===== src/hdl/gmc_pkg.sv =====
// Purpose: Shared constants and types of the gate motion controller.
// Assumes: 40 MHz aclk, AXI4-Lite register access.
// Notes:   Register offsets are byte addresses of aligned words.
`default_nettype none
package gmc_pkg;
  localparam int unsigned CLK_HZ      = 40_000_000;
  localparam int unsigned LEAD_TIME_S = 5;
  localparam int unsigned LEAD_CYCLES = LEAD_TIME_S * CLK_HZ;
  localparam int          TMR_W       = 28;
  localparam int          ADDR_W      = 8;

  localparam logic [7:0] ADDR_CTRL     = 8'h00;
  localparam logic [7:0] ADDR_CMD      = 8'h04;
  localparam logic [7:0] ADDR_STATUS   = 8'h08;
  localparam logic [7:0] ADDR_INT_STAT = 8'h0C;
  localparam logic [7:0] ADDR_INT_MASK = 8'h10;

  localparam int         CTRL_W      = 2;
  localparam int         CTRL_REOPEN = 0;
  localparam int         CTRL_MULTI  = 1;
  localparam logic [1:0] CTRL_RESET  = 2'h0;

  localparam int CMD_W     = 3;
  localparam int CMD_OPEN  = 0;
  localparam int CMD_CLOSE = 1;
  localparam int CMD_STOP  = 2;

  localparam int         EVT_W      = 5;
  localparam int         EVT_START  = 0;
  localparam int         EVT_STOP   = 1;
  localparam int         EVT_OPENED = 2;
  localparam int         EVT_CLOSED = 3;
  localparam int         EVT_SAFETY = 4;
  localparam logic [4:0] MASK_RESET = 5'h00;

  localparam int NIN           = 10;
  localparam int IN_STOP       = 0;
  localparam int IN_OPEN_LIM   = 1;
  localparam int IN_CLOSED_LIM = 2;
  localparam int IN_SAFETY     = 3;
  localparam int IN_LOC_OPEN   = 4;
  localparam int IN_LOC_CLOSE  = 5;
  localparam int IN_CORD_OPEN  = 6;
  localparam int IN_CORD_CLOSE = 7;
  localparam int IN_REM_OPEN   = 8;
  localparam int IN_REM_CLOSE  = 9;

  localparam int STAT_OPEN_C  = 3;
  localparam int STAT_CLOSE_C = 4;
  localparam int STAT_WARN    = 5;
  localparam int STAT_IN_LSB  = 8;

  localparam logic [1:0] RESP_OKAY   = 2'h0;
  localparam logic [1:0] RESP_SLVERR = 2'h2;

  typedef enum logic [2:0] {
    GMC_IDLE,
    GMC_WARN_OPEN,
    GMC_WARN_CLOSE,
    GMC_OPENING,
    GMC_CLOSING
  } gmc_state_t;
endpackage
`default_nettype wire


===== src/hdl/gmc_timer_if.sv =====
// Purpose: Link between the gate sequencer and its lead timer.
// Assumes: Both ends on aclk.
// Notes:   run is a level; done is high in the last lead cycle.
`default_nettype none
interface gmc_timer_if;
  logic run;
  logic done;
  modport ctl (output run, input done);
  modport tmr (input run, output done);
endinterface
`default_nettype wire


===== src/hdl/gmc_top.sv =====
// Purpose: Motorised gate controller with AXI4-Lite registers.
// Assumes: 40 MHz aclk; switch and bus-link inputs are asynchronous.
// Notes:   Contactors, lamp and position bits come from flip-flops.
// What this block does
// - Open or close starts travel unless already going the other way.
// - Travel ends on stop or on the end switch of its direction.
// - Travel runs to an end, but stop halts it at any time.
// - The close contactor is never driven while the safety bar acts.
// - With reopen set, the safety bar sends a closing gate back open.
// - The lamp lights a lead time before a contactor and stays on in travel.
// - In multi-gate mode the cord switches are open and close requests.
// - The local open and close switches are accepted as requests.
// - Remote bus commands act as local ones; end states go back to the bus.
// - Remote open and close are separate bits, each for its direction.
// - Stop, end switches and safety bar read low when operated or broken.
//
// The implementer's own choices: the AXI4-Lite interface to the registers and the placing of the registers.
`default_nettype none
module gmc_top #(
  parameter int unsigned WARN_CYCLES = gmc_pkg::LEAD_CYCLES
) (
  input  wire logic        aclk,                 // System clock
  input  wire logic        aresetn,              // Sync reset, active low
  input  wire logic [7:0]  s_axil_awaddr,        // Write address
  input  wire logic        s_axil_awvalid,       // Write address valid
  output logic             s_axil_awready,       // Write address ready
  input  wire logic [31:0] s_axil_wdata,         // Write data
  input  wire logic [3:0]  s_axil_wstrb,         // Write byte strobes
  input  wire logic        s_axil_wvalid,        // Write data valid
  output logic             s_axil_wready,        // Write data ready
  output logic [1:0]       s_axil_bresp,         // Write response
  output logic             s_axil_bvalid,        // Write response valid
  input  wire logic        s_axil_bready,        // Write response ready
  input  wire logic [7:0]  s_axil_araddr,        // Read address
  input  wire logic        s_axil_arvalid,       // Read address valid
  output logic             s_axil_arready,       // Read address ready
  output logic [31:0]      s_axil_rdata,         // Read data
  output logic [1:0]       s_axil_rresp,         // Read response
  output logic             s_axil_rvalid,        // Read data valid
  input  wire logic        s_axil_rready,        // Read data ready
  input  wire logic        stop_switch_in,       // Stop, NC
  input  wire logic        open_limit_in,        // Open end switch, NC
  input  wire logic        closed_limit_in,      // Closed end switch, NC
  input  wire logic        safety_bar_in,        // Safety bar, NC
  input  wire logic        local_open_in,        // Gate open switch, NO
  input  wire logic        local_close_in,       // Gate close switch, NO
  input  wire logic        cord_open_in,         // Cord open switch, NO
  input  wire logic        cord_close_in,        // Cord close switch, NO
  input  wire logic        bus_remote_open_cmd,  // Remote open bit
  input  wire logic        bus_remote_close_cmd, // Remote close bit
  output logic             open_contactor,       // Opening motor
  output logic             close_contactor,      // Closing motor
  output logic             warning_light,        // Flashing lamp enable
  output logic             bus_open_state_bit,   // Gate open to bus
  output logic             bus_closed_state_bit, // Gate closed to bus
  output logic             irq                   // Interrupt, level
);
  function automatic logic sel(input logic [7:0] a, input logic [7:0] o);
    sel = (a[7:2] == o[7:2]);
  endfunction

  function automatic logic mapped(input logic [7:0] a);
    mapped = sel(a, gmc_pkg::ADDR_CTRL) || sel(a, gmc_pkg::ADDR_CMD) ||
             sel(a, gmc_pkg::ADDR_STATUS) || sel(a, gmc_pkg::ADDR_INT_STAT) ||
             sel(a, gmc_pkg::ADDR_INT_MASK);
  endfunction

  // Input synchronisers
  logic [gmc_pkg::NIN-1:0] pin_raw;
  logic [gmc_pkg::NIN-1:0] pin;

  assign pin_raw = {bus_remote_close_cmd, bus_remote_open_cmd,
                    cord_close_in, cord_open_in, local_close_in, local_open_in,
                    safety_bar_in, closed_limit_in,
                    open_limit_in, stop_switch_in};

  gmc_sync #(.W(gmc_pkg::NIN)) u_sync (
    .aclk(aclk), .aresetn(aresetn), .d(pin_raw), .q(pin));

  gmc_timer_if tif ();
  gmc_lead_timer #(.CYCLES(WARN_CYCLES)) u_timer (
    .aclk(aclk), .aresetn(aresetn), .tif(tif));

  logic                      aw_full, next_aw_full;
  logic [7:0]                aw_addr, next_aw_addr;
  logic                      w_full, next_w_full;
  logic [31:0]               w_data, next_w_data;
  logic [3:0]                w_strb, next_w_strb;
  logic                      bvalid, next_bvalid;
  logic [1:0]                bresp, next_bresp;
  logic                      rvalid, next_rvalid;
  logic [31:0]               rdata, next_rdata;
  logic [1:0]                rresp, next_rresp;
  logic [gmc_pkg::CTRL_W-1:0] ctrl, next_ctrl;
  logic [gmc_pkg::CMD_W-1:0] cmd, next_cmd;
  logic [gmc_pkg::EVT_W-1:0] int_stat, next_int_stat;
  logic [gmc_pkg::EVT_W-1:0] int_mask, next_int_mask;
  logic                      next_irq;
  logic                      do_write;
  logic                      rd_take;
  logic [31:0]               status_word;

  gmc_pkg::gmc_state_t       state, next_state;
  logic [gmc_pkg::EVT_W-1:0] evt;
  logic                      next_open_c, next_close_c, next_warn;
  logic                      stop_act, open_at, closed_at, bar_act;
  logic                      open_req, close_req, reopen;

  assign s_axil_awready = !aw_full;
  assign s_axil_wready  = !w_full;
  assign s_axil_bvalid  = bvalid;
  assign s_axil_bresp   = bresp;
  assign s_axil_arready = !rvalid;
  assign s_axil_rvalid  = rvalid;
  assign s_axil_rdata   = rdata;
  assign s_axil_rresp   = rresp;

  assign do_write = aw_full && w_full && !bvalid;
  assign rd_take  = s_axil_arvalid && !rvalid;

  assign status_word = {14'h0000, pin, 2'h0, warning_light,
                        close_contactor, open_contactor, state};

  // Bus slave next values
  always_comb begin
    next_aw_full  = aw_full;
    next_aw_addr  = aw_addr;
    next_w_full   = w_full;
    next_w_data   = w_data;
    next_w_strb   = w_strb;
    next_bvalid   = bvalid;
    next_bresp    = bresp;
    next_rvalid   = rvalid;
    next_rdata    = rdata;
    next_rresp    = rresp;
    next_ctrl     = ctrl;
    next_cmd      = '0;
    next_int_mask = int_mask;
    next_int_stat = int_stat;
    if (s_axil_awvalid && !aw_full) begin
      next_aw_full = 1'b1;
      next_aw_addr = s_axil_awaddr;
    end
    if (s_axil_wvalid && !w_full) begin
      next_w_full = 1'b1;
      next_w_data = s_axil_wdata;
      next_w_strb = s_axil_wstrb;
    end
    if (bvalid && s_axil_bready) begin
      next_bvalid = 1'b0;
    end
    if (do_write) begin
      next_aw_full = 1'b0;
      next_w_full  = 1'b0;
      next_bvalid  = 1'b1;
      next_bresp   = mapped(aw_addr) ? gmc_pkg::RESP_OKAY
                                     : gmc_pkg::RESP_SLVERR;
      if (w_strb[0]) begin
        if (sel(aw_addr, gmc_pkg::ADDR_CTRL)) begin
          next_ctrl = w_data[gmc_pkg::CTRL_W-1:0];
        end
        if (sel(aw_addr, gmc_pkg::ADDR_CMD)) begin
          next_cmd = w_data[gmc_pkg::CMD_W-1:0];
        end
        if (sel(aw_addr, gmc_pkg::ADDR_INT_MASK)) begin
          next_int_mask = w_data[gmc_pkg::EVT_W-1:0];
        end
      end
    end
    if (rvalid && s_axil_rready) begin
      next_rvalid = 1'b0;
    end
    if (rd_take) begin
      next_rvalid = 1'b1;
      next_rresp  = mapped(s_axil_araddr) ? gmc_pkg::RESP_OKAY
                                          : gmc_pkg::RESP_SLVERR;
      next_rdata  = '0;
      if (sel(s_axil_araddr, gmc_pkg::ADDR_CTRL)) begin
        next_rdata[gmc_pkg::CTRL_W-1:0] = ctrl;
      end
      if (sel(s_axil_araddr, gmc_pkg::ADDR_STATUS)) begin
        next_rdata = status_word;
      end
      if (sel(s_axil_araddr, gmc_pkg::ADDR_INT_MASK)) begin
        next_rdata[gmc_pkg::EVT_W-1:0] = int_mask;
      end
      if (sel(s_axil_araddr, gmc_pkg::ADDR_INT_STAT)) begin
        next_rdata[gmc_pkg::EVT_W-1:0] = int_stat;
        next_int_stat = '0;
      end
    end
    // New events win over a clearing read
    next_int_stat = next_int_stat | evt;
    next_irq      = |(next_int_stat & next_int_mask);
  end

  always_ff @(posedge aclk) begin
    if (!aresetn) begin
      aw_full  <= 1'b0;
      aw_addr  <= '0;
      w_full   <= 1'b0;
      w_data   <= '0;
      w_strb   <= '0;
      bvalid   <= 1'b0;
      bresp    <= gmc_pkg::RESP_OKAY;
      rvalid   <= 1'b0;
      rdata    <= '0;
      rresp    <= gmc_pkg::RESP_OKAY;
      ctrl     <= gmc_pkg::CTRL_RESET;
      cmd      <= '0;
      int_stat <= '0;
      int_mask <= gmc_pkg::MASK_RESET;
      irq      <= 1'b0;
    end else begin
      aw_full  <= next_aw_full;
      aw_addr  <= next_aw_addr;
      w_full   <= next_w_full;
      w_data   <= next_w_data;
      w_strb   <= next_w_strb;
      bvalid   <= next_bvalid;
      bresp    <= next_bresp;
      rvalid   <= next_rvalid;
      rdata    <= next_rdata;
      rresp    <= next_rresp;
      ctrl     <= next_ctrl;
      cmd      <= next_cmd;
      int_stat <= next_int_stat;
      int_mask <= next_int_mask;
      irq      <= next_irq;
    end
  end

  // NC contacts read low when operated or broken
  assign stop_act  = !pin[gmc_pkg::IN_STOP] || cmd[gmc_pkg::CMD_STOP];
  assign open_at   = !pin[gmc_pkg::IN_OPEN_LIM];
  assign closed_at = !pin[gmc_pkg::IN_CLOSED_LIM];
  assign bar_act   = !pin[gmc_pkg::IN_SAFETY];
  assign reopen    = ctrl[gmc_pkg::CTRL_REOPEN];

  assign open_req = cmd[gmc_pkg::CMD_OPEN] ||
                    pin[gmc_pkg::IN_REM_OPEN] ||
                    pin[gmc_pkg::IN_LOC_OPEN] ||
                    (ctrl[gmc_pkg::CTRL_MULTI] &&
                     pin[gmc_pkg::IN_CORD_OPEN]);
  assign close_req = cmd[gmc_pkg::CMD_CLOSE] ||
                     pin[gmc_pkg::IN_REM_CLOSE] ||
                     pin[gmc_pkg::IN_LOC_CLOSE] ||
                     (ctrl[gmc_pkg::CTRL_MULTI] &&
                      pin[gmc_pkg::IN_CORD_CLOSE]);

  assign tif.run = (state == gmc_pkg::GMC_WARN_OPEN) ||
                   (state == gmc_pkg::GMC_WARN_CLOSE);

  // Sequencer; other-direction requests are not examined
  always_comb begin
    next_state = state;
    evt        = '0;
    unique case (state)
      gmc_pkg::GMC_IDLE: begin
        if (!stop_act) begin
          if (open_req && !open_at) begin
            next_state = gmc_pkg::GMC_WARN_OPEN;
            evt[gmc_pkg::EVT_START] = 1'b1;
          end else if (close_req && !closed_at && !bar_act) begin
            next_state = gmc_pkg::GMC_WARN_CLOSE;
            evt[gmc_pkg::EVT_START] = 1'b1;
          end
        end
      end
      gmc_pkg::GMC_WARN_OPEN: begin
        if (stop_act) begin
          next_state = gmc_pkg::GMC_IDLE;
          evt[gmc_pkg::EVT_STOP] = 1'b1;
        end else if (open_at) begin
          next_state = gmc_pkg::GMC_IDLE;
        end else if (tif.done) begin
          next_state = gmc_pkg::GMC_OPENING;
        end
      end
      gmc_pkg::GMC_WARN_CLOSE: begin
        if (stop_act) begin
          next_state = gmc_pkg::GMC_IDLE;
          evt[gmc_pkg::EVT_STOP] = 1'b1;
        end else if (bar_act) begin
          next_state = reopen ? gmc_pkg::GMC_WARN_OPEN : gmc_pkg::GMC_IDLE;
          evt[gmc_pkg::EVT_SAFETY] = 1'b1;
        end else if (closed_at) begin
          next_state = gmc_pkg::GMC_IDLE;
        end else if (tif.done) begin
          next_state = gmc_pkg::GMC_CLOSING;
        end
      end
      gmc_pkg::GMC_OPENING: begin
        if (stop_act) begin
          next_state = gmc_pkg::GMC_IDLE;
          evt[gmc_pkg::EVT_STOP] = 1'b1;
        end else if (open_at) begin
          next_state = gmc_pkg::GMC_IDLE;
          evt[gmc_pkg::EVT_OPENED] = 1'b1;
        end
      end
      gmc_pkg::GMC_CLOSING: begin
        if (stop_act) begin
          next_state = gmc_pkg::GMC_IDLE;
          evt[gmc_pkg::EVT_STOP] = 1'b1;
        end else if (bar_act) begin
          next_state = reopen ? gmc_pkg::GMC_WARN_OPEN : gmc_pkg::GMC_IDLE;
          evt[gmc_pkg::EVT_SAFETY] = 1'b1;
        end else if (closed_at) begin
          next_state = gmc_pkg::GMC_IDLE;
          evt[gmc_pkg::EVT_CLOSED] = 1'b1;
        end
      end
      default: next_state = gmc_pkg::GMC_IDLE;
    endcase
    next_open_c  = (next_state == gmc_pkg::GMC_OPENING);
    next_close_c = (next_state == gmc_pkg::GMC_CLOSING) &&
                   !bar_act && !next_open_c;
    next_warn    = (next_state != gmc_pkg::GMC_IDLE);
  end

  always_ff @(posedge aclk) begin
    if (!aresetn) begin
      state                <= gmc_pkg::GMC_IDLE;
      open_contactor       <= 1'b0;
      close_contactor      <= 1'b0;
      warning_light        <= 1'b0;
      bus_open_state_bit   <= 1'b0;
      bus_closed_state_bit <= 1'b0;
    end else begin
      state                <= next_state;
      open_contactor       <= next_open_c;
      close_contactor      <= next_close_c;
      warning_light        <= next_warn;
      bus_open_state_bit   <= open_at;
      bus_closed_state_bit <= closed_at;
    end
  end
endmodule
`default_nettype wire


===== src/hdl/gmc_sync.sv =====
// Purpose: Two-stage synchroniser for a vector of pin inputs.
// Assumes: Each bit is an independent slow level.
// Notes:   Resets to zero, which reads as operated for NC inputs.
`default_nettype none
module gmc_sync #(
  parameter int W = 1
) (
  input  wire logic         aclk,    // System clock
  input  wire logic         aresetn, // Sync reset, active low
  input  wire logic [W-1:0] d,       // Asynchronous inputs
  output var  logic [W-1:0] q        // Synchronised outputs
);
  logic [W-1:0] meta;

  always_ff @(posedge aclk) begin
    if (!aresetn) begin
      meta <= '0;
      q    <= '0;
    end else begin
      meta <= d;
      q    <= meta;
    end
  end
endmodule
`default_nettype wire


===== src/hdl/gmc_lead_timer.sv =====
// Purpose: Counts the warning lead time while run is held.
// Assumes: CYCLES is at least one.
// Notes:   Clears whenever run drops; done stays high until then.
`default_nettype none
module gmc_lead_timer #(
  parameter int unsigned CYCLES = gmc_pkg::LEAD_CYCLES
) (
  input wire logic aclk,    // System clock
  input wire logic aresetn, // Sync reset, active low
  gmc_timer_if.tmr tif      // Run and done
);
  localparam logic [gmc_pkg::TMR_W-1:0] LAST =
    gmc_pkg::TMR_W'(CYCLES - 1);

  logic [gmc_pkg::TMR_W-1:0] count;
  logic [gmc_pkg::TMR_W-1:0] next_count;

  always_comb begin
    next_count = count;
    if (!tif.run) begin
      next_count = '0;
    end else if (count != LAST) begin
      next_count = count + 1'b1;
    end
  end

  always_ff @(posedge aclk) begin
    if (!aresetn) begin
      count <= '0;
    end else begin
      count <= next_count;
    end
  end

  assign tif.done = tif.run && (count == LAST);
endmodule
`default_nettype wire


===== config.mk =====
export PLATFORM = sky130hd
export DESIGN_NAME = gmc_top
export DESIGN_NICKNAME = d
export VERILOG_FILES = /design/src/hdl/gmc_pkg.sv /design/src/hdl/gmc_timer_if.sv /design/src/hdl/gmc_top.sv /design/src/hdl/gmc_sync.sv /design/src/hdl/gmc_lead_timer.sv
export SDC_FILE = /design/constraint.sdc
export NUM_CORES = 1
export LEC_CHECK = 0
export BUFFER_PORTS_ARGS = -buffer_cell sky130_fd_sc_hd__buf_2
export CORE_MARGIN = 10
export CORE_UTILIZATION = 57
export DETAILED_ROUTE_END_ITERATION = 7
export PLACE_DENSITY = 0.85
export SLEW_MARGIN = 20
export SYNTH_ARGS = -nofsm -noshare
export SYNTH_HDL_FRONTEND = slang
export SYNTH_SLANG_ARGS = --single-unit

===== constraint.sdc =====
create_clock -name aclk -period 2.9 [get_ports aclk]
set_input_delay 0.58 -clock aclk [delete_from_list [all_inputs] [get_ports aclk]]
set_output_delay 0.58 -clock aclk [all_outputs]
set_load 0.005 [all_outputs]

Word level (Yosys, flattened, before mapping)
Cells that the tools add are included.
{"block": "word_totals", "regBits": 126, "input_bits": 69, "output_inout_bits": 47, "elab_cells": 143}
{"block": "classes", "add_sub_neg": 1, "eq_ne": 16, "muxes": 48, "bitwise_logic": 3, "n_reduce_logical": 51}
{"operator": "$mux W3", "count": 15}
{"operator": "$mux W5", "count": 7}
{"operator": "$add A28 B1 Y28 const B", "count": 1}
{"operator": "$eq A28 B28 Y1 const B", "count": 1}
{"operator": "$ne A28 B28 Y1 const B", "count": 1}
{"operator": "$eq A6 B2 Y1 const B", "count": 4}
{"operator": "$mux W1", "count": 19}
{"operator": "$mux W18", "count": 1}
{"operator": "$logic_or A1 B1 Y1", "count": 16}
{"operator": "$logic_and A1 B1 Y1", "count": 15}
{"operator": "$pmux W3 S5", "count": 1}
{"operator": "$eq A6 B1 Y1 const B", "count": 2}
{"operator": "$eq A6 B3 Y1 const B", "count": 2}
{"operator": "$logic_not A6 Y1", "count": 2}
{"operator": "$eq A3 B2 Y1 const B", "count": 3}
{"operator": "$logic_not A1 Y1", "count": 8}
{"operator": "$mux W2", "count": 4}
{"operator": "$eq A3 B3 Y1 const B", "count": 2}
{"operator": "$and A5 B5 Y5", "count": 1}
{"operator": "$or A5 B5 Y5", "count": 1}
{"operator": "$reduce_or A5 Y1", "count": 1}
{"operator": "$reduce_and A4 Y1", "count": 1}
{"operator": "$reduce_bool A2 Y1", "count": 2}
{"operator": "$reduce_or A4 Y1", "count": 1}
{"operator": "other kinds (8)", "count": 8}

Logic depth before layout (Yosys ltp)
Gate-level depths: netlist of run 1.
{"block": "depth", "word_depth": 12, "mapped_depth": 8, "ltp_nobuf": 7}

Hierarchy
Synthesis of run 1 repeated with hierarchy kept, for this count alone.
{"block": "unflattened", "cells_unflattened": 488, "area_unflattened_um2": 4735.8}
{"module": "gmc_top", "instances": 1, "cells_per_inst": 284, "area_each_um2": 2700.1, "seq_area_each_um2": 1161.1}
{"module": "gmc_lead_timer", "instances": 1, "cells_per_inst": 162, "area_each_um2": 1473.9, "seq_area_each_um2": 560.5}
{"module": "gmc_sync", "instances": 1, "cells_per_inst": 42, "area_each_um2": 561.8, "seq_area_each_um2": 400.4}

Worst setup path after synthesis of run 1
OpenSTA, ideal clock, no wires.
{"block": "synth_path", "path_type": "reg-to-reg", "startpoint": "reg u_timer.count[0] (netlist bit)", "endpoint": "reg warning_light", "setup_time_ps": 120, "t_arrival_ps": 1775, "required_ps": 2780, "setup_slack_ps": 1006, "path_stages_with_launch": 8, "n_path_buf": 1, "period_less_slack_ps": 1894, "cell_sequence": "dfxtp_1 -> ha_1 -> and2_1 -> nand4_4 -> or2_1 -> buf_6 -> a211o_1 -> a211o_1"}
{"block": "synth_via", "elab_chain_cells": 8, "elab_cells_between_ends": 11, "cone_classes": "eq/ne: 1; mux: 8; reduce/logical: 2"}
{"item": "from (decl)", "line": "gmc_lead_timer.sv:15", "source": "logic [gmc_pkg::TMR_W-1:0] count;"}
{"item": "from (signal assigned)", "line": "gmc_lead_timer.sv:31", "source": "count <= next_count;"}
{"item": "$eq A28 B28 Y1 *", "line": "gmc_lead_timer.sv:35", "source": "assign tif.done = tif.run && (count == LAST);"}
{"item": "$logic_and A1 B1 Y1 *", "line": "gmc_lead_timer.sv:35"}
{"item": "$mux W3", "line": "gmc_top.sv:289", "source": "end else if (tif.done) begin"}
{"item": "$mux W3", "line": "gmc_top.sv:287", "source": "end else if (closed_at) begin"}
{"item": "$mux W3", "line": "gmc_top.sv:284", "source": "end else if (bar_act) begin"}
{"item": "$mux W3", "line": "gmc_top.sv:281", "source": "if (stop_act) begin"}
{"item": "$pmux W3 S5 *", "line": "gmc_top.sv:258", "source": "unique case (state)"}
{"item": "$reduce_bool A3 Y1 *", "line": "gmc_top.sv:319", "source": "next_warn = (next_state != gmc_pkg::GMC_IDLE);"}
{"item": "to (signal assigned)", "line": "gmc_top.sv:334", "source": "warning_light <= next_warn;"}
{"item": "to (decl)", "line": "gmc_top.sv:53", "source": "output logic warning_light,"}
Mark *: on every way between the ends. The rest lies on a longest branch, timed or not.
A chain may end at the register's enable or synchronous reset.

Worst setup path after layout of run 1
Ends and elaborated chain as after synthesis.

==> flow_metrics.env, run 1 <==
export IMPL_finalWirelength_um=9560
export IMPL_finalCriticalPeriod_ns=2.16
export IMPL_worstHoldPathType="input pin to flip-flop"
export IMPL_fin_cells=635
export IMPL_cts_root_buf="clkbuf_8"
export IMPL_cts_tree="done"
export IMPL_arrival_ns=2.42
export IMPL_synth_compound_area_share_pct=8.79
export IMPL_finalCoreUtilization_pct=64.3
export IMPL_end_kind="flip-flop"
export IMPL_ir_worst_vdd_mv=0.302
export IMPL_rsz0062_at_grt="false"
export IMPL_synth_fa_ha_area_share_pct=0.282
export IMPL_synth_area_mux_share_pct=4.96
export IMPL_drive_gt1_share_pct=18.4
export IMPL_post_cts_buffers=0
export IMPL_gp_congestion=0.824
export IMPL_cts_buffer_depth=2
export IMPL_port_buffers=63
export IMPL_ant_nets=0
export IMPL_grt_pass1_wl_um=15200
export IMPL_power_leakage_nw=1.96
export IMPL_clkSinkCount=106
export IMPL_seqCellArea_um2=2120
export IMPL_grt_pass1_vias=3269
export IMPL_status="completed"
export IMPL_cp_data_required_time_ns=3.15
export IMPL_cts_clk_slew_worst_paths_ns=0.10
export IMPL_drcViolationCount=0
export IMPL_multiInputGateArea_um2=2110
export IMPL_post_dp_hpwl_um=6940
export IMPL_ys_seq_area_share_pct=47.8
export IMPL_ff2ff_setup_slack_ns=0.74
export IMPL_vias=3411
export IMPL_synth_xor_area_share_pct=5.13
export IMPL_die_w_um=108
export IMPL_viasPerCell=5.37
export IMPL_ys_types=53
export IMPL_tightestPinTransition_ns=0.776
export IMPL_cp_start_kind="flip-flop"
export IMPL_timing_rr_start="u_timer.count[0]"
export IMPL_synthSimpleGateAreaFrac_pct=26.8
export IMPL_clk_latency_ns=0.37
export IMPL_nets=598
export IMPL_grt_max_degree=40
export IMPL_synth_flop_cell="dfxtp_1"
export IMPL_dieHeight_um=108
export IMPL_synth_edff_count=0
export IMPL_ys_ff_latch=106
export IMPL_fin_crit_sh_pct=74.6
export IMPL_dpl_cell_count=619
export IMPL_n_fill_cell=625
export IMPL_grt_total_usage_pct=15.9
export IMPL_area_delta_synth_final_pct=10.8
export IMPL_syn_inst=471
export IMPL_ios=116
export IMPL_h_tree_depth=3
export IMPL_syn_area_per_cell_um2=9.43
export IMPL_synth_warning_count=0
export IMPL_power_density_nw_per_um2=504
export IMPL_drt_initial_drc_count=164
export IMPL_ys_async_sr_fraction_pct=0
export IMPL_post_drt_wl_per_cell_um=15.1
export IMPL_fmax_mhz=462
export IMPL_fin_skew_ns=0.00910
export IMPL_synth_top_family_by_area="simple AND/OR/NAND/NOR gates"
export IMPL_path_class="flip-flop to flip-flop"
export IMPL_r2r_end="warning_light"
export IMPL_fp_coreArea_um2=7650
export IMPL_diodes=0
export IMPL_slew_headroom_pct=48.1
export IMPL_overflow=0
export IMPL_maxCapViolations=0
export IMPL_cp_max_fo=9
export IMPL_setup_tns_final_ns=0
export IMPL_synthesis_area_um2=4440
export IMPL_final_hold_violation_count=0
export IMPL_die_area_um2=11700
export IMPL_start_util_pct=58.0
export IMPL_setup_viol_count_final=0
export IMPL_num_rows=32
export IMPL_whs_path_depth=2
export IMPL_antenna_found_initial=0
export IMPL_drt_pass1_iterations=4
export IMPL_slew_viol_final=0
export IMPL_cts_buffers=9
export IMPL_whs_endpoint="u_sync.meta[5]"
export IMPL_min_delay_start="local_close_in"
export IMPL_cts_resized=0
export IMPL_ctsHoldBuffers=0
export IMPL_r2r_cells=6
[state kept, by name, summed over array words and instances (netlist names), 2 cells and up]
| signal | flops |
|---|---|
| cmd | 3 |
| w_data | 5 |
| int_mask | 5 |
| u_timer.count | 28 |
| aw_addr | 6 |
| ctrl | 2 |
| int_stat | 5 |
| s_axil_rdata | 16 |
| u_sync.meta | 10 |
| state | 3 |
| u_sync.q | 10 |
[layout by cell type (no fill, tap or decap), drive strengths merged, types with 3 or more instances in the layout]
| master | instances |
|---|---|
| nor2 | 36 |
| and3b | 3 |
| nor4 | 6 |
| nand2 | 25 |
| dfxtp | 106 |
| xor2 | 14 |
| and2 | 26 |
| nor2b | 44 |
| nand3 | 9 |
| nor3 | 17 |
| buf | 68 |
| a22oi | 12 |
| inv | 11 |
| clkinv | 3 |
| nand2b | 3 |
| conb | 18 |
| mux2i | 22 |
| nor4b | 3 |
| xnor2 | 12 |
| and3 | 6 |
| a32oi | 3 |
| clkbuf | 9 |
| o21ai | 17 |
| or3 | 4 |
| a211o | 3 |
| nand4 | 10 |
| a21oi | 12 |
| and4 | 4 |
[critical path, cell delays in order (launching register included)]
cell	delay, ns
dfxtp_1	0.40
ha_1	0.26
and2_1	0.22
nand4_4	0.13
or2_1	0.41
a211o_1	0.34
a211o_1	0.31
[final cells by class]
cell class / count / share of cell area (%)
well taps: 102 / 2.59
inverters: 9 / 0.687
multi-input cells: 334 / 42.8
clock inverters: 7 / 1.04
clock buffers: 9 / 2.52
flip-flops and latches: 106 / 43.1
repair buffers: 68 / 7.17
[cells in the mapped netlist (3+ instances only)]
| cell type | n | share of area (%) |
|---|---|---|
| buf_6 | 3 | 0.76 |
| a22oi_1 | 12 | 2.0 |
| nor2_1 | 36 | 3.0 |
| nand4_1 | 9 | 1.3 |
| and3b_1 | 3 | 0.59 |
| inv_1 | 9 | 0.76 |
| a211o_1 | 3 | 0.59 |
| dfxtp_1 | 106 | 48 |
| o21ai_0 | 17 | 1.9 |
| clkbuf_1 | 15 | 1.3 |
| nor4b_1 | 3 | 0.59 |
| buf_2 | 3 | 0.34 |
| nor3_1 | 17 | 1.9 |
| nand3_1 | 9 | 1.0 |
| a32oi_1 | 3 | 0.59 |
| nand2b_1 | 3 | 0.42 |
| buf_4 | 18 | 3.0 |
| and2_1 | 24 | 3.4 |
| a21oi_1 | 12 | 1.4 |
| and3_1 | 5 | 0.70 |
| xor2_1 | 14 | 2.8 |
| mux2i_1 | 22 | 5.0 |
| nor4_1 | 6 | 0.85 |
| nand2_1 | 25 | 2.1 |
| xnor2_1 | 12 | 2.4 |
| nor2b_1 | 44 | 6.2 |
[worst max path at each step]
| stage | start | to | slack, ns | cells past startpoint |
|---|---|---|---|---|
| after floorplan | u_timer.count[0] | warning_light | 1.01 | 7 |
| after global placement | s_axil_araddr[4] | irq | 0.71 | 7 |
| after detailed placement | s_axil_araddr[4] | irq | 0.70 | 7 |
| after CTS | u_timer.count[0] | warning_light | 0.76 | 6 |
| after global routing | u_timer.count[8] | u_timer.count[27] | 0.67 | 6 |
| final | u_timer.count[0] | warning_light | 0.74 | 6 |
[cell families after synthesis]
family,after synthesis
other cells,1
compound gates,59
buf+inv,48
simple gates,208
xor+xnor,26
mux,22
fa+ha+maj,1
flops,106
[routing by layer]
| layer | vias to the layer above | wire (µm) | share of wire, % | track usage (%) |
|---|---|---|---|---|
| met5 | - | 0 | 0 | 0 |
| met2 | 118 | 4330 | 45 | 24.8 |
| met4 | 0 | 180 | 1.9 | 5.84 |
| met3 | 16 | 904 | 9.5 | 6.25 |
| li1 | 1694 | - | - | - |
| met1 | 1583 | 4150 | 43 | 19.6 |
[stage by stage]
| step | setup WS (ns) | power (mW) | hold WS, ns | area, µm² |
|---|---|---|---|---|
| final | 0.737 | 2.48 | 0.411 | 4920 |
| after global routing | 0.669 | 2.59 | 0.402 | 4920 |
| after CTS | 0.756 | 2.49 | 0.400 | 4920 |
| after detailed placement | 0.702 | 1.69 | 0.417 | 4740 |
| after global placement | 0.707 | 1.69 | 0.415 | 4740 |
| after floorplan | 1.01 | 1.65 | 0.412 | 4500 |
[where the power goes]
group | internal, mW | switching [mW] | leakage (nW)
logic | 0.0699 | 0.0764 | 1.01
clock network | 0.317 | 0.502 | 0.0860
registers | 1.49 | 0.0235 | 0.863
total | 1.88 | 0.602 | 1.96
Note: power is estimated with default switching activity, not from simulation.
==> inputs of run 2 (changes only) <==
--- a/config.mk
+++ b/config.mk
@@ -7,9 +7,9 @@
 export LEC_CHECK = 0
 export BUFFER_PORTS_ARGS = -buffer_cell sky130_fd_sc_hd__buf_2
 export CORE_MARGIN = 10
-export CORE_UTILIZATION = 57
+export CORE_UTILIZATION = 47
 export DETAILED_ROUTE_END_ITERATION = 7
-export PLACE_DENSITY = 0.85
+export PLACE_DENSITY = 0.75
 export SLEW_MARGIN = 20
 export SYNTH_ARGS = -nofsm -noshare
 export SYNTH_HDL_FRONTEND = slang
==> constraint.sdc (replaced) <==
create_clock -name aclk -period 1.8 [get_ports aclk]
set_input_delay 0.36 -clock aclk [delete_from_list [all_inputs] [get_ports aclk]]
set_output_delay 0.36 -clock aclk [all_outputs]
set_load 0.005 [all_outputs]
==> run 2 against run 1 <==
  * The run now ends with setup timing left
  * Fmax increased by 20%
  * Routed wire length increased by 9.3%
  * Clock skew increased by 0.0031 ns
  * Via count increased by 5.9%
  * Power increased by 74%
  * Register-to-register slack got worse by 0.74 ns
  * Die area increased by 17%
  * Sequential power increased by 62%
  * Global-route usage decreased by 0.65 points
  * Count of clock-buffer cells in the layout unchanged
  * Utilization decreased by 3.8 points
  * Flip-flop and latch count unchanged
  * Critical path type unchanged
  * Critical endpoint unchanged
==> flow_metrics.env, run 2 (synthesized netlist as in run 1, its figures left out) <==
export IMPL_clk_latency_ns=0.38
export IMPL_antenna_found_initial=0
export IMPL_overflow=0
export IMPL_vias=3613
export IMPL_area_delta_synth_final_pct=26.0
export IMPL_start_util_pct=48.0
export IMPL_h_tree_depth=3
export IMPL_max_stage_delay_ns=0.35
export IMPL_grt_pass1_vias=3688
export IMPL_ctsHoldBuffers=0
export IMPL_setup_tns_final_ns=-0.00274
export IMPL_end_kind="flip-flop"
export IMPL_final_common_cell="dfxtp_1"
export IMPL_grt_max_degree=43
export IMPL_die_w_um=117
export IMPL_switching_share_pct=25.1
export IMPL_post_dp_hpwl_um=7770
export IMPL_cp_data_required_time_ns=2.13
export IMPL_fmax_mhz=555
export IMPL_drt_initial_drc_count=182
export IMPL_p_sw_mw=1.08
export IMPL_maxCapViolations=0
export IMPL_slew_viol_final=0
export IMPL_fin_crit_sh_pct=100
export IMPL_final_hold_violation_count=0
export IMPL_cts_tree="done"
export IMPL_finalWirelength_um=10400
export IMPL_violations="setup timing"
export IMPL_gp_congestion=0.873
export IMPL_arrival_ns=2.13
export IMPL_fin_skew_ns=0.0122
export IMPL_path_class="flip-flop to flip-flop"
export IMPL_ir_worst_vdd_mv=0.401
export IMPL_status="finished, violations left"
export IMPL_nets=654
export IMPL_cp_start_kind="flip-flop"
export IMPL_internal_power_mw=3.24
export IMPL_finalCriticalPeriod_ns=1.80
export IMPL_top_register="u_timer.count"
export IMPL_die_area_um2=13700
export IMPL_grt_total_usage_pct=15.3
export IMPL_cts_clk_slew_worst_paths_ns=0.11
export IMPL_worstHoldPathType="input pin to flip-flop"
export IMPL_drt_pass1_iterations=6
export IMPL_fp_coreArea_um2=9240
export IMPL_cts_buffer_depth=2
export IMPL_worst_slack_ns=-0.00274
export IMPL_diodes=0
export IMPL_ant_nets=0
export IMPL_clkSinkCount=106
export IMPL_finalCoreUtilization_pct=60.6
export IMPL_viasPerCell=5.03
export IMPL_ios=116
export IMPL_cts_root_buf="clkbuf_8"
export IMPL_largest_register_ffs=28
export IMPL_top_usage_layer="met2"
export IMPL_grt_pass1_wl_um=16900
export IMPL_gr_usage_met3_pct=5.40
export IMPL_drive_gt1_share_pct=31.1
export IMPL_crit_path_top_delay_cell="dfxtp_2"
export IMPL_rsz0062_at_grt="true"
export IMPL_cts_buffers=9
export IMPL_final_cell_mix="94 x dfxtp_1, 64 x buf_2, 58 x buf_4"
export IMPL_p_comb_share_pct=6.2
export IMPL_cp_max_fo=3
export IMPL_port_buffers=63
export IMPL_post_drt_wl_per_cell_um=14.6
export IMPL_cp_cell_sequence="nor4b_2 -> nand4_1 -> or2_4 -> buf_4 -> o21ai_1 -> and3_1 -> a211o_1"
export IMPL_grt_met1_usage_pct=18.2
export IMPL_num_rows=35
export IMPL_place_ws_ns=-0.154
export IMPL_p_seq_share_pct=56.5
export IMPL_dieHeight_um=117
export IMPL_grtUsageMet2_pct=25.1
export IMPL_power_leakage_nw=2.33
export IMPL_power_density_nw_per_um2=772
export IMPL_setup_viol_count_final=1
export IMPL_drcViolationCount=0
export IMPL_p_clk_share_pct=37.3
run 2: changes by cell type in the layout (fill, tap and decap cells not counted), sizes merged:
cell,before,now
buf,68,124
clkinvlp,2,0
clkinv,3,4
bufinv,0,1
run 2: cell type report:
type	instances	area [µm²]
Multi-Input combinational cell	334	2240
Timing Repair Buffer	124	787
Inverter	9	33.8
Tap cell	129	161
Clock inverter	7	110
Clock buffer	9	124
Sequential cell	106	2140
Fill cell	784	3640
run 2: stage by stage:
step,cell area (µm²),hold WS [ns],instances,power [mW]
5_1_grt,5600,0.147,718,4.50
2_1_floorplan,4520,0.412,488,2.66
4_1_cts,5460,0.155,712,4.36
3_3_place_gp,5150,0.415,694,2.75
3_5_place_dp,5150,0.418,694,2.76
6_report,5600,0.173,718,4.32
run 2: power groups by stage:
| stage | clock network, mW | logic [mW] | registers (mW) |
|---|---|---|---|
| after global placement | 0 | 0.255 | 2.49 |
| after floorplan | 0 | 0.176 | 2.49 |
| after detailed placement | 0 | 0.262 | 2.49 |
| after global routing | 1.75 | 0.299 | 2.45 |
| final | 1.61 | 0.267 | 2.44 |
| after CTS | 1.66 | 0.266 | 2.44 |
run 2: timing repair:
item | CTS | global route
endpoints found under the setup margin | 7 | 21
pin swaps | 3 | 11
gates cloned | 0 | 1
hold endpoints to repair | 0 | 0
resized for setup | 8 | 29
buffers inserted | 2 | 5
run 2: final timing paths:
kind	cells after the start	slack [ns]	endpoint	startpoint
setup / recovery	7	-0.003	warning_light	u_timer.count[11]
hold / removal	2	0.17	u_sync.meta[3]	safety_bar_in
setup reg to reg	7	-0.003	warning_light	u_timer.count[11]
hold reg to reg	1	0.44	u_sync.q[7]	u_sync.meta[7]
run 2: metal layers:
layer | wire (µm) | vias to the layer above | share of wire (%)
li1 | - | 1802 | -
met1 | 4460 | 1667 | 43
met2 | 4930 | 128 | 47
met3 | 886 | 16 | 8.5
met4 | 170 | 0 | 1.6
met5 | 0 | - | 0
run 2: worst max-delay path, delay by kind of cell (launching register included):
kind,cells,cell delay [ns]
AOI/OAI and AO/OA,2,0.27
buffers and inverters,1,0.14
DFF,1,0.35
and+or+nand+nor,4,0.99
